<file path="src/frcu_regs.svh">
/*
  Register indices, field positions and reset values of the free-running counter unit.
  Assumes it is included by its bare name, after the package, by each design file that needs it.
*/
//
// Functional notes
// - Eight word slots, two registers; reserved slots and unused bits read zero, writes ignored.
// - Overflow flag sets when the counter rolls from all ones to zero.
// - A set overflow flag with nonzero level raises an interrupt request at that level.
// - Only hardware sets the flag; software clears by reading one then writing zero.
// - An overflow between the flag read and the clearing write cancels the clear.
// - Three-bit level field, read/write anytime, reset zero; zero disables, seven highest.
// - Arbitration bit joins the three-bit field outside to form a unique identifier.
// - Drive bits connect the count to bus A, bus B, both or neither.
// - Bit 7 reads the synchronised pin level; writes ignored, reset clears it to zero until the synchroniser samples the pin.
// - Source codes 0 to 5 pick prescaled ticks, 6 falling pin edge, 7 rising.
// - Counter register at index two is read/write, reads live count, resets to zero.
// - Control fields: flag 15, level 14:12, arbitration 11, drives 9 and 8, pin 7, source 2:0.
// - Counter writes load directly; writing zero at all ones sets no flag.
// - Halt holds the count, registers stay accessible, pin bit keeps tracking.
// - No counting after reset until the shared prescaler runs.
// - Pin is synchronised before edge detection; source changes pass no spurious edge.
`ifndef FRCU_REGS_SVH
`define FRCU_REGS_SVH

// Register indices; the byte address is four times the index.
// Odd indices are unused word slots and behave like the reserved ones.
`define FRCU_IDX_SC        3'h0
`define FRCU_IDX_CNT       3'h2
`define FRCU_IDX_RSV0      3'h4
`define FRCU_IDX_RSV1      3'h6

// Control register field positions.
`define FRCU_SC_OVF_BIT    15
`define FRCU_SC_IL_HI      14
`define FRCU_SC_IL_LO      12
`define FRCU_SC_ARB_BIT    11
`define FRCU_SC_DRIVE_BUS_A_BIT   9
`define FRCU_SC_DRIVE_BUS_B_BIT   8
`define FRCU_SC_PIN_BIT    7
`define FRCU_SC_SRC_HI     2
`define FRCU_SC_SRC_LO     0

// Source codes for the pin edges.
`define FRCU_SRC_PIN_FALL  3'h6
`define FRCU_SRC_PIN_RISE  3'h7

// Reset values and the counter maximum.
`define FRCU_CNT_RST       16'h0000
`define FRCU_CNT_MAX       16'hffff
`define FRCU_IL_RST        3'h0
`define FRCU_SRC_RST       3'h0

`endif

</file>
<file path="src/frcu_pkg.sv">
/*
  Types shared by the free-running counter unit.
  Assumes nothing beyond a SystemVerilog compiler.
*/
package frcu_pkg;

  typedef struct packed {
    logic        sync1;
    logic        sync2;
    logic        prev;
    logic        rise;
    logic        fall;
  } frcu_edge_state_t;

  typedef struct packed {
    logic        ovf;
    logic [2:0]  il;
    logic        arb;
    logic        drv_a;
    logic        drv_b;
    logic [2:0]  src;
    logic [15:0] count;
    logic        clr_armed;
    logic        pready;
    logic        pslverr;
    logic [31:0] prdata;
    logic        irq_req;
    logic [2:0]  irq_level;
    logic [3:0]  arb_id;
    logic [15:0] tbb_a;
    logic        tbb_a_en;
    logic [15:0] tbb_b;
    logic        tbb_b_en;
  } frcu_state_t;

endpackage

</file>
<file path="src/frcu_edge_if.sv">
/*
  Carries the synchronised pin level and its edges from the detector to the counter.
  Assumes both ends run on the same system clock.
*/
`timescale 1ns/1ps
interface frcu_edge_if;
  logic pin_level;
  logic rise;
  logic fall;
  logic rearm;

  modport detector (output pin_level, output rise, output fall, input rearm);
  modport user (input pin_level, input rise, input fall, output rearm);
endinterface

</file>
<file path="src/frcu_pin_edge.sv">
/*
  Two-flop synchroniser and edge detector for the count input pin.
  Assumes the pin is asynchronous and toggles no faster than a quarter of pclk.
*/
`timescale 1ns/1ps
module frcu_pin_edge
  import frcu_pkg::*;
(
  // Clock and reset.
  input  wire logic pclk,
  input  wire logic presetn,
  // Raw pin.
  input  wire logic pin_raw,
  // Toward the counter.
  frcu_edge_if.detector ep
);

  frcu_edge_state_t s_r;
  frcu_edge_state_t s_nxt;

  ////////////////////////////////////////////////////////////////////////////////
  // The first flop feeds only the second; edges compare the second with its delayed copy.
  always_comb begin
    s_nxt       = s_r;
    s_nxt.sync1 = pin_raw;
    s_nxt.sync2 = s_r.sync1;
    s_nxt.prev  = s_r.sync2;
    // A source change drops any edge in flight so it cannot count.
    if (ep.rearm) begin
      s_nxt.rise = 1'b0;
      s_nxt.fall = 1'b0;
    end else begin
      s_nxt.rise = s_r.sync2 & ~s_r.prev;
      s_nxt.fall = ~s_r.sync2 & s_r.prev;
    end
  end

  always_ff @(posedge pclk or negedge presetn) begin
    if (!presetn) begin
      s_r <= '0;
    end else begin
      s_r <= s_nxt;
    end
  end

  assign ep.pin_level = s_r.sync2;
  assign ep.rise      = s_r.rise;
  assign ep.fall      = s_r.fall;

endmodule

</file>
<file path="src/frcu_top.sv">
/*
  Free-running 16-bit counter unit with APB register access, time base bus drive
  and a levelled interrupt request.
  Assumes prescaled ticks and the run and halt controls come from logic on pclk,
  and that the count pin is asynchronous.
*/
`timescale 1ns/1ps
`include "frcu_regs.svh"
module frcu_top
  import frcu_pkg::*;
#(
  parameter int ADDR_W = 12
)(
  // Clock and reset.
  input  wire logic              pclk,
  input  wire logic              presetn,
  // APB slave.
  input  wire logic              psel,
  input  wire logic              penable,
  input  wire logic              pwrite,
  input  wire logic [ADDR_W-1:0] paddr,
  input  wire logic [31:0]       pwdata,
  input  wire logic [3:0]        pstrb,
  output logic                   pready,
  output logic [31:0]            prdata,
  output logic                   pslverr,
  // Shared prescaler and module controls.
  input  wire logic [5:0]        prescaled_tick,
  input  wire logic              prescaler_run,
  input  wire logic              halt_req,
  input  wire logic [2:0]        arb_id_field,
  // Count pin.
  input  wire logic              count_input_pin,
  // Time base buses.
  output logic [15:0]            tbb_a_data,
  output logic                   tbb_a_en,
  output logic [15:0]            tbb_b_data,
  output logic                   tbb_b_en,
  // Interrupt request toward the intermodule bus.
  output logic                   irq_req,
  output logic [2:0]             irq_level,
  output logic [3:0]             irq_arb_id
);

  if (ADDR_W < 6) begin : g_addr_chk
    $error("ADDR_W must be at least 6");
  end

  frcu_state_t s_r;
  frcu_state_t s_nxt;
  frcu_edge_if eif ();

  logic        inc;
  logic        access;
  logic        done;
  logic        mapped;
  logic        sc_wr;
  logic        cnt_wr;
  logic        rearm;
  logic [2:0]  idx;
  logic [15:0] wd;

  ////////////////////////////////////////////////////////////////////////////////
  frcu_pin_edge frcu_pin_edge_i (
    .pclk    (pclk),
    .presetn (presetn),
    .pin_raw (count_input_pin),
    .ep      (eif.detector)
  );

  // Read view of one register slot; reserved slots and unused bits read zero.
  function automatic logic [15:0] rd_word(input frcu_state_t st, input logic [2:0] i,
                                          input logic pin);
    logic [15:0] w;
    w = 16'h0000;
    case (i)
      `FRCU_IDX_SC: begin
        w[`FRCU_SC_OVF_BIT]                  = st.ovf;
        w[`FRCU_SC_IL_HI:`FRCU_SC_IL_LO]     = st.il;
        w[`FRCU_SC_ARB_BIT]                  = st.arb;
        w[`FRCU_SC_DRIVE_BUS_A_BIT]                 = st.drv_a;
        w[`FRCU_SC_DRIVE_BUS_B_BIT]                 = st.drv_b;
        w[`FRCU_SC_PIN_BIT]                  = pin;
        w[`FRCU_SC_SRC_HI:`FRCU_SC_SRC_LO]   = st.src;
      end
      `FRCU_IDX_CNT: w = st.count;
      default: w = 16'h0000;
    endcase
    return w;
  endfunction

  ////////////////////////////////////////////////////////////////////////////////
  assign idx    = paddr[4:2];
  assign mapped = (paddr[ADDR_W-1:5] == '0);
  assign access = psel && penable;
  assign done   = access && s_r.pready;
  assign sc_wr  = done && pwrite && mapped && (idx == `FRCU_IDX_SC);
  assign cnt_wr = done && pwrite && mapped && (idx == `FRCU_IDX_CNT);

  // Byte lanes merge into the current register image.
  always_comb begin
    wd = rd_word(s_r, idx, eif.pin_level);
    if (pstrb[0]) begin
      wd[7:0] = pwdata[7:0];
    end
    if (pstrb[1]) begin
      wd[15:8] = pwdata[15:8];
    end
  end

  assign rearm     = sc_wr && pstrb[0] && (wd[`FRCU_SC_SRC_HI:`FRCU_SC_SRC_LO] != s_r.src);
  assign eif.rearm = rearm;

  // Count qualifier: the run control gates everything, halt freezes the count.
  always_comb begin
    if (!prescaler_run || halt_req) begin
      inc = 1'b0;
    end else if (s_r.src == `FRCU_SRC_PIN_FALL) begin
      inc = eif.fall;
    end else if (s_r.src == `FRCU_SRC_PIN_RISE) begin
      inc = eif.rise;
    end else begin
      inc = prescaled_tick[s_r.src];
    end
  end

  ////////////////////////////////////////////////////////////////////////////////
  always_comb begin
    s_nxt         = s_r;
    s_nxt.pready  = 1'b0;
    s_nxt.pslverr = 1'b0;
    // The answer comes one cycle into the access phase so read data is registered.
    if (access && !s_r.pready) begin
      s_nxt.pready  = 1'b1;
      s_nxt.pslverr = !mapped;
      s_nxt.prdata  = mapped ? {16'h0000, rd_word(s_r, idx, eif.pin_level)} : 32'h0000_0000;
    end
    // Arm from the image that the read returned, so a flag that rose after the data
    // was captured is never cleared by software that has not seen it.
    if (done && !pwrite && mapped && (idx == `FRCU_IDX_SC) &&
        s_r.prdata[`FRCU_SC_OVF_BIT]) begin
      s_nxt.clr_armed = 1'b1;
    end
    if (sc_wr && pstrb[1]) begin
      s_nxt.il    = wd[`FRCU_SC_IL_HI:`FRCU_SC_IL_LO];
      s_nxt.arb   = wd[`FRCU_SC_ARB_BIT];
      s_nxt.drv_a = wd[`FRCU_SC_DRIVE_BUS_A_BIT];
      s_nxt.drv_b = wd[`FRCU_SC_DRIVE_BUS_B_BIT];
      if (!wd[`FRCU_SC_OVF_BIT] && s_r.clr_armed) begin
        s_nxt.ovf       = 1'b0;
        s_nxt.clr_armed = 1'b0;
      end
    end
    if (sc_wr && pstrb[0]) begin
      s_nxt.src = wd[`FRCU_SC_SRC_HI:`FRCU_SC_SRC_LO];
    end
    // A software load beats a count in the same cycle and never flags overflow.
    if (cnt_wr) begin
      s_nxt.count = wd;
    end else if (inc) begin
      s_nxt.count = s_r.count + 16'h0001;
      if (s_r.count == `FRCU_CNT_MAX) begin
        // Placed after the clear so a same-cycle overflow keeps the flag set.
        s_nxt.ovf       = 1'b1;
        s_nxt.clr_armed = 1'b0;
      end
    end
    s_nxt.irq_req   = s_nxt.ovf && (s_nxt.il != 3'h0);
    s_nxt.irq_level = s_nxt.irq_req ? s_nxt.il : 3'h0;
    s_nxt.arb_id    = {s_nxt.arb, arb_id_field};
    s_nxt.tbb_a_en  = s_nxt.drv_a;
    s_nxt.tbb_b_en  = s_nxt.drv_b;
    s_nxt.tbb_a     = s_nxt.drv_a ? s_nxt.count : 16'h0000;
    s_nxt.tbb_b     = s_nxt.drv_b ? s_nxt.count : 16'h0000;
  end

  always_ff @(posedge pclk or negedge presetn) begin
    if (!presetn) begin
      s_r        <= '0;
      s_r.count  <= `FRCU_CNT_RST;
      s_r.il     <= `FRCU_IL_RST;
      s_r.src    <= `FRCU_SRC_RST;
    end else begin
      s_r <= s_nxt;
    end
  end

  assign pready     = s_r.pready;
  assign prdata     = s_r.prdata;
  assign pslverr    = s_r.pslverr;
  assign tbb_a_data = s_r.tbb_a;
  assign tbb_a_en   = s_r.tbb_a_en;
  assign tbb_b_data = s_r.tbb_b;
  assign tbb_b_en   = s_r.tbb_b_en;
  assign irq_req    = s_r.irq_req;
  assign irq_level  = s_r.irq_level;
  assign irq_arb_id = s_r.arb_id;

  ////////////////////////////////////////////////////////////////////////////////
  // Checks.
  chk_ovf_on_roll:
    assert property (@(posedge pclk) disable iff (!presetn)
      (inc && !cnt_wr && s_r.count == 16'hffff) |=> (s_r.ovf && s_r.count == 16'h0000))
    else $error("overflow flag not set on roll to zero");

  chk_irq_follows:
    assert property (@(posedge pclk) disable iff (!presetn)
      ($rose(s_r.ovf) && s_r.il != 3'h0) |-> (irq_req && irq_level == s_r.il))
    else $error("interrupt not raised at the programmed level");

  chk_irq_drops:
    assert property (@(posedge pclk) disable iff (!presetn)
      (irq_req && sc_wr && pstrb[1] && wd[14:12] == 3'h0) |=> !irq_req)
    else $error("interrupt request did not drop with level zero");

  chk_clear_lost:
    assert property (@(posedge pclk) disable iff (!presetn)
      (inc && !cnt_wr && s_r.count == 16'hffff) |=> (s_r.ovf && !s_r.clr_armed))
    else $error("overflow did not cancel a pending clear");

  chk_clear_needs_read:
    assert property (@(posedge pclk) disable iff (!presetn)
      (s_r.ovf && !s_r.clr_armed) |=> s_r.ovf)
    else $error("overflow flag cleared without a prior read");

  chk_load_no_flag:
    assert property (@(posedge pclk) disable iff (!presetn)
      (cnt_wr && wd == 16'h0000 && s_r.count == 16'hffff && !s_r.ovf)
        |=> (!s_r.ovf && s_r.count == 16'h0000 && !irq_req))
    else $error("counter load of zero flagged an overflow");

  chk_halt_holds:
    assert property (@(posedge pclk) disable iff (!presetn)
      (halt_req && !cnt_wr) [*2] |=> $stable(s_r.count))
    else $error("count moved during halt");

  chk_run_gate:
    assert property (@(posedge pclk) disable iff (!presetn)
      (!prescaler_run && !cnt_wr) |=> (s_r.count == $past(s_r.count)))
    else $error("count moved with prescaler stopped");

  chk_step_one:
    assert property (@(posedge pclk) disable iff (!presetn)
      (inc && !cnt_wr) |=> (s_r.count == $past(s_r.count) + 16'h0001))
    else $error("count did not step by one");

  chk_rearm_quiet:
    assert property (@(posedge pclk) disable iff (!presetn)
      rearm |=> (!eif.rise && !eif.fall))
    else $error("edge passed across a source change");

  chk_reserved_zero:
    assert property (@(posedge pclk) disable iff (!presetn)
      (access && !s_r.pready && !pwrite && idx != `FRCU_IDX_SC && idx != `FRCU_IDX_CNT)
        |=> (pready && prdata == 32'h0000_0000))
    else $error("reserved slot read nonzero");

  chk_bus_drive:
    assert property (@(posedge pclk) disable iff (!presetn)
      (sc_wr && pstrb[1]) |=> (tbb_a_en == wd[9] && tbb_b_en == wd[8]))
    else $error("bus drive does not follow the drive bits");

  chk_tbb_a_value:
    assert property (@(posedge pclk) disable iff (!presetn)
      tbb_a_data == (tbb_a_en ? s_r.count : 16'h0000))
    else $error("bus A does not carry the count");

  chk_tbb_b_value:
    assert property (@(posedge pclk) disable iff (!presetn)
      tbb_b_data == (tbb_b_en ? s_r.count : 16'h0000))
    else $error("bus B does not carry the count");

  chk_irq_level:
    assert property (@(posedge pclk) disable iff (!presetn)
      irq_req |-> (irq_level == s_r.il && s_r.il != 3'h0))
    else $error("interrupt level differs from the level field");

  chk_irq_matches:
    assert property (@(posedge pclk) disable iff (!presetn)
      irq_req == (s_r.ovf && s_r.il != 3'h0))
    else $error("interrupt request does not follow flag and level");

  chk_ovf_sticky:
    assert property (@(posedge pclk) disable iff (!presetn)
      (s_r.ovf && !(sc_wr && pstrb[1])) |=> s_r.ovf)
    else $error("overflow flag dropped without a control write");

  chk_ovf_hw_only:
    assert property (@(posedge pclk) disable iff (!presetn)
      (!s_r.ovf && !(inc && !cnt_wr && s_r.count == `FRCU_CNT_MAX)) |=> !s_r.ovf)
    else $error("overflow flag set without a roll to zero");

  chk_unmapped_err:
    assert property (@(posedge pclk) disable iff (!presetn)
      (access && !s_r.pready && !mapped) |=> (pready && pslverr))
    else $error("unmapped access not refused");

  cov_roll_irq:
    cover property (@(posedge pclk) disable iff (!presetn) $rose(irq_req));
  cov_pin_count:
    cover property (@(posedge pclk) disable iff (!presetn) inc && s_r.src[2:1] == 2'b11);
  cov_sw_clear:
    cover property (@(posedge pclk) disable iff (!presetn) $fell(s_r.ovf));
  cov_clear_lost:
    cover property (@(posedge pclk) disable iff (!presetn)
      s_r.clr_armed ##1 (s_r.ovf && !s_r.clr_armed));

endmodule

</file>
<file path="config.mk">
export PLATFORM = sky130hd
export DESIGN_NAME = frcu_top
export DESIGN_NICKNAME = d
export VERILOG_FILES = /design/src/frcu_pkg.sv /design/src/frcu_edge_if.sv /design/src/frcu_pin_edge.sv /design/src/frcu_top.sv
export VERILOG_INCLUDE_DIRS = /design/src
export SDC_FILE = /design/constraint.sdc
export NUM_CORES = 1
export LEC_CHECK = 0
export BUFFER_PORTS_ARGS = -buffer_cell sky130_fd_sc_hd__buf_2
export CORE_MARGIN = 1
export CORE_UTILIZATION = 56
export CTS_CLUSTER_SIZE = 25
export DETAILED_ROUTE_END_ITERATION = 16
export GPL_ROUTABILITY_DRIVEN = 0
export PLACE_DENSITY_LB_ADDON = 0.15
export SLEW_MARGIN = 30
export SYNTH_ARGS = -nofsm -noshare
export SYNTH_HDL_FRONTEND = slang
export SYNTH_SLANG_ARGS = --single-unit
</file>
<file path="constraint.sdc">
create_clock -name pclk -period 5.1 [get_ports pclk]
set_input_delay 1.53 -clock pclk [delete_from_list [all_inputs] [get_ports pclk]]
set_output_delay 1.53 -clock pclk [all_outputs]
set_load 0.02 [all_outputs]
</file>
==> results of run 1 <==
[synthesized netlist by cell type, types with 2 or more instances]
library cell	number	share of area [%]
nor2b_1	9	1.2
clkbuf_1	17	1.4
a41oi_1	2	0.37
a31o_2	3	0.56
nand3_1	9	0.96
nand2b_1	7	0.93
or3_1	3	0.40
nand4_1	15	2.0
o21ai_0	3	0.32
and3_1	4	0.53
nor3_1	19	2.0
or2_2	3	0.40
inv_1	14	1.1
o31ai_1	8	1.3
xnor2_1	3	0.56
nor2_1	40	3.2
o211ai_1	4	0.64
a221oi_1	2	0.37
clkinv_2	2	0.21
a31oi_1	2	0.27
o41ai_1	4	0.74
mux2i_1	23	4.9
a211oi_1	6	0.96
o311ai_0	4	0.74
xor2_1	2	0.37
nor4_1	5	0.66
nand2_1	81	6.4
a21oi_1	5	0.53
dfrtp_1	89	47
o311a_1	2	0.42
buf_4	71	11
nor3b_1	3	0.48
mux2_2	11	2.6
[area by class of cell]
type / instances / area (um^2)
inverters: 16 / 62.6
well taps: 105 / 131
multi-input cells: 314 / 1860
clock buffers: 9 / 124
flip-flops and latches: 89 / 2230
clock inverters: 5 / 104
fillers: 719 / 3080
repair buffers: 112 / 583
[flip-flops by register name (all words and copies together), names as in the netlist]
| signal | count |
|---|---|
| tbb_a_data | 16 |
| s_r | 25 |
| frcu_pin_edge_i.ep.pin_level | 1 |
| pready | 1 |
| prdata | 16 |
| frcu_pin_edge_i.s_r | 1 |
| tbb_b_data | 16 |
| irq_level | 3 |
| frcu_pin_edge_i.ep.fall | 1 |
| irq_req | 1 |
| frcu_pin_edge_i.s_nxt | 1 |
| tbb_b_en | 1 |
| irq_arb_id | 3 |
| frcu_pin_edge_i.ep.rise | 1 |
| tbb_a_en | 1 |
| pslverr | 1 |
[placed cells by master (no fill, tap or decap), types with 4 or more instances in the layout]
cell type and count:
conb_1 16, nor2b_1 9, nor4_1 5, buf_2 103, o211ai_1 4, o31ai_1 8, and3_1 4, clkbuf_8 9
o311ai_0 4, nand3_1 9, buf_4 9, mux2_2 11, a211oi_1 6, nor2_1 40, o41ai_1 4, nand2_1 81
nand4_1 15, nand2b_1 7, a21oi_1 5, inv_1 14, nor3_1 19, dfrtp_1 89, mux2i_1 23
[cell families after synthesis]
logic type	synth area share [%]
flops	47.2
mux	7.51
compound gates	8.33
xor+xnor	0.929
fa+ha+maj	0.265
simple gates	21.2
other cells	0.0795
buf+inv	14.4
[routing by layer]
metal	share of wire, %	vias to the layer above
li1	-	1713
met3	6.5	12
met2	48	168
met4	1.4	0
met5	0	-
met1	44	1802
[worst max-delay path by stage]
| stage | start | to | slack (ps) | depth (start not counted) |
|---|---|---|---|---|
| global route | paddr[3] | irq_level[1]$_DFF_PN0_ | 1220 | 6 |
| finish | paddr[3] | tbb_a_data[0]$_DFF_PN0_ | 1300 | 6 |
| detailed placement | paddr[3] | irq_req$_DFF_PN0_ | 1010 | 6 |
| global placement | paddr[3] | irq_req$_DFF_PN0_ | 1100 | 6 |
| floorplan | paddr[7] | tbb_a_data[8]$_DFF_PN0_ | 1280 | 7 |
| CTS | paddr[3] | irq_req$_DFF_PN0_ | 1360 | 6 |
[power breakdown]
| group | total (mW) | internal (mW) | switching (mW) |
|---|---|---|---|
| clock | 0.565 | 0.321 | 0.244 |
| sequential | 0.761 | 0.728 | 0.0326 |
| combinational | 0.171 | 0.0605 | 0.110 |
==> metrics, run 1 <==
status finished, final reports clean; worst endpoint data arrival time approximately 4000 ps; row cnt 33; hold path endpoint frcu_pin_edge_i.ep.pin_level$_DFF_PN0_; Critical Path Start Type input port; total of max-cap violations 0; synthesized cell area 0.00471 mm^2; FF-to-FF End irq_req$_DFF_PN0_; CTS resizes 0; Max clock buf depth 2; CTS Buf Count 9; H-tree depth 3; Top Ports 141; initial DRC count roughly 220; setup TNS 0 ps; Setup WS pre-CTS 1010 ps; Cells after Synth 495; Initial Util between 50 and 60%; setup bufs post-CTS 0; Die X roughly 94 um; buffer and inverter count on the worst path 1; P&R area growth vs syn 8.09%; clk_skew 12.6 ps; most used cell, CP a211oi_1; unrepaired setup endpoints after global routing no; maximum vdd drop 0.000122 V; Post-Route WL 10700 um; initial antenna violation count 0; WHS Path Cells 0; sequential area share after synthesis 47.2%; PortBufs 104; busiest grt layer met2; crit path max fanout 16; root buf cell clkbuf_8; CP required ~5300 ps; Design Area, Final 0.00510 mm^2; Die Ht around 94 um; Cell Chain, Critical Path buf_2 -> or3b_2 -> nor3_2 -> nand2_1 -> a211oi_1 -> a211oi_1; Reg2Reg Setup Slack 2620 ps; Max Slew Vio Count 0; wire length of the first global-routing pass 17200 um; core area 0.00818 mm^2; GRT Total Usage 25.9%; Die Footprint ~0.009 mm^2; CTS tree yes; ant diodes 0; top_reg_cell synth dfrtp_1; pwr dens 294 mW/mm^2; DRT Pass-1 Iters 7; Avg Synthesized Cell Area 9.52 um^2; delay-heaviest family, CP simple AND/OR/NAND/NOR gates; Final Setup Violations 0; f_max about 260 MHz; worst rel slew slack 39.8%; non-filler cells, final 650; met3 usage 4.69%; vias in the first global route 3446; CP Capture Type register; DRC 0; placed instance count roughly 640; Final Power roughly 1.5 mW; min Tclk post-route roughly 3800 ps; P_leak 2.66 nW; post-synth cell types 53; Async SR Flop Fraction 100%; end-of-flow core utilization 62.3%; Final WS setup 1300 ps; M2 GR Usage around 41%; WHS 356 ps; antenna viol nets, final 0; vias 3695; CTS clk-pin slew, worst paths 90 ps; met1 usage 35.3%; share of layout cells above drive strength 1 27.5%; CTS Hold Bufs 0; Setup CP Type in2reg; Avg WL per Cell around 16 um; largest net degree at the start of global routing 55; placed cell areas 0.00487 mm^2; Reg-to-Reg Start s_r[78]$_DFF_PN0_; worst skew pair latency 360 ps; clock tree sinks 89; HP Start frcu_pin_edge_i.s_nxt[3]$_DFF_PN0_; Ys Warns 0; worst-margin pin slew 895 ps; Yosys reg bits 89; Final #Nets 608; grt ovf 0; critical path's largest stage delay 610 ps; EDFF count, synth 0; hpwl dp 7860 um; Worst Hold Class reg2reg; Via density 5.68; logic depth of the worst register-to-register path 6; fin crit share 74.5%; Critical Path Slowest Stage Cell a211oi_1; endpoints failing hold 0
(Power assumes the default switching activity.)
==> run 2: changes to the inputs <==
Settings changed: CORE_UTILIZATION 56 to 52.
Clock period 5.1 ns to 3.5 ns, I/O delays scaled along.
==> metrics, run 2 (same netlist as run 1, synthesis figures left out) <==
status finished, final reports clean; DRC 0; Critical Path Start Type input port; P_leak about 2.7 nW; Setup CP Type in2reg; CTS resizes 0; Design Area, Final about 0.005 mm^2; clock tree sinks 89; Most flops, register s_r; Max clock buf depth 2; unrepaired setup endpoints after global routing no; DRT Pass-1 Iters 4; Setup WS pre-CTS 506 ps; total of max-cap violations 0; most common cell after layout, fill and taps aside buf_2; H-tree depth 3; Cell Chain, Critical Path buf_2 -> or4b_1 -> nor4_4 -> mux2i_1 -> clkinv_2 -> nand2_1 -> nor2_1; worst skew pair latency 360 ps; vias 3538; row cnt 34; Die Ht roughly 97 um; CP Capture Type register; Final Setup Violations 0; worst endpoint data arrival time between 2000 and 3000 ps; worst rel slew slack a little over half; P&R area growth vs syn 9.18%; share of layout cells above drive strength 1 28.6%; initial DRC count roughly 210; Max Slew Vio Count 0; Avg WL per Cell 16.0 um; f_max roughly 380 MHz; fin crit share 74.8%; crit path max fanout 16; PortBufs between 100 and 150; Initial Util 53.8%; antenna viol nets, final 0; GRT Total Usage 23.7%; area of the multi-input gates about 0.0019 mm^2; Die X roughly 97 um; placed cell areas around 0.005 mm^2; Critical Path Slowest Stage Cell or4b_1; clk_skew ~8.0 ps; Reg area 0.00223 mm^2; ant diodes 0; CP required between 3000 and 4000 ps; worst-margin pin slew slightly below 700 ps; core area 0.00876 mm^2; endpoints failing hold 0; initial antenna violation count 0; pwr dens approximately 400 mW/mm^2; non-filler cells, final between 600 and 700; Final WS setup roughly 880 ps; critical path's largest stage delay 610 ps; largest net degree at the start of global routing 51; CTS Buf Count 9; # fillers a little over 800; Via density 5.33; WHS between 300 and 400 ps; CTS tree yes; Final #Nets 617; buffer and inverter count on the worst path 2; setup TNS 0 ps; vias in the first global route approximately 3400; Die Footprint 0.00945 mm^2; min Tclk post-route 2620 ps; root buf cell clkbuf_8; hpwl dp 8070 um; setup bufs post-CTS 0; CTS Hold Bufs 0; grt ovf 0; CTS clk-pin slew, worst paths 90 ps; delay-heaviest family, CP simple AND/OR/NAND/NOR gates; placed instance count between 600 and 700; max FFs per register 25; most frequent cells in the layout buf_2 (103), dfrtp_1 (89), nand2_1 (81); wire length of the first global-routing pass roughly 17000 um; Post-Route WL 10600 um; maximum vdd drop 0.000189 V; Worst Hold Class reg2reg; Top Ports between 100 and 150
[run 2: changes by cell type in the layout (fill, tap and decap cells not counted)]
cell and delta:
buf_4 +8, bufinv_16 -2, clkbuf_1 +2, clkinv_4 +2, buf_12 +1, clkinv_2 -1, clkinvlp_4 +1
[run 2: layout make-up]
class | instances | share of cell area, %
sequential | 89 | 43.3
multi-input combinational | 314 | 36.2
timing repair buffer | 121 | 12.9
tap | 108 | 2.63
clock buffer | 11 | 2.55
clock inverter | 5 | 1.24
inverter | 16 | 1.22
[run 2: power by group]
group	switching, mW	leakage [nW]	internal, mW
sequential	0.0487	1.20	1.06
clock	0.370	0.0941	0.336
combinational	0.160	1.40	0.0903
[run 2: per-layer routing]
| layer | GRT usage, % | share of wire, % |
|---|---|---|
| met1 | 34.4 | 46 |
| met2 | 35.7 | 46 |
| met3 | 3.17 | 4.9 |
| met4 | 10.5 | 2.3 |
| met5 | 0 | 0 |
[run 2: per-stage QoR]
stage	total power, mW	util [%]
floorplan	1.29	-
global placement	1.37	56.5
detailed placement	1.38	56.5
CTS	2.08	58.7
global route	2.16	58.7
finish	2.07	58.7
[run 2: path summary, 6_finish.rpt]
| kind | startpoint | endpoint | slack [ps] | cells after the start |
|---|---|---|---|---|
| worst max-delay path | paddr[3] | tbb_b_data[15]$_DFF_PN0_ | 880 | 7 |
| worst min register to register | frcu_pin_edge_i.s_nxt[3]$_DFF_PN0_ | frcu_pin_edge_i.ep.pin_level$_DFF_PN0_ | 360 | 0 |
| max in group asynchronous | presetn | frcu_pin_edge_i.ep.fall$_DFF_PN0_ | 2210 | 2 |
| worst min-delay path | frcu_pin_edge_i.s_nxt[3]$_DFF_PN0_ | frcu_pin_edge_i.ep.pin_level$_DFF_PN0_ | 360 | 0 |
| worst max register to register | s_r[94]$_DFFE_PN0P_ | tbb_a_data[11]$_DFF_PN0_ | 1310 | 6 |
| min in group asynchronous | presetn | irq_arb_id[2]$_DFF_PN0_ | 650 | 1 |
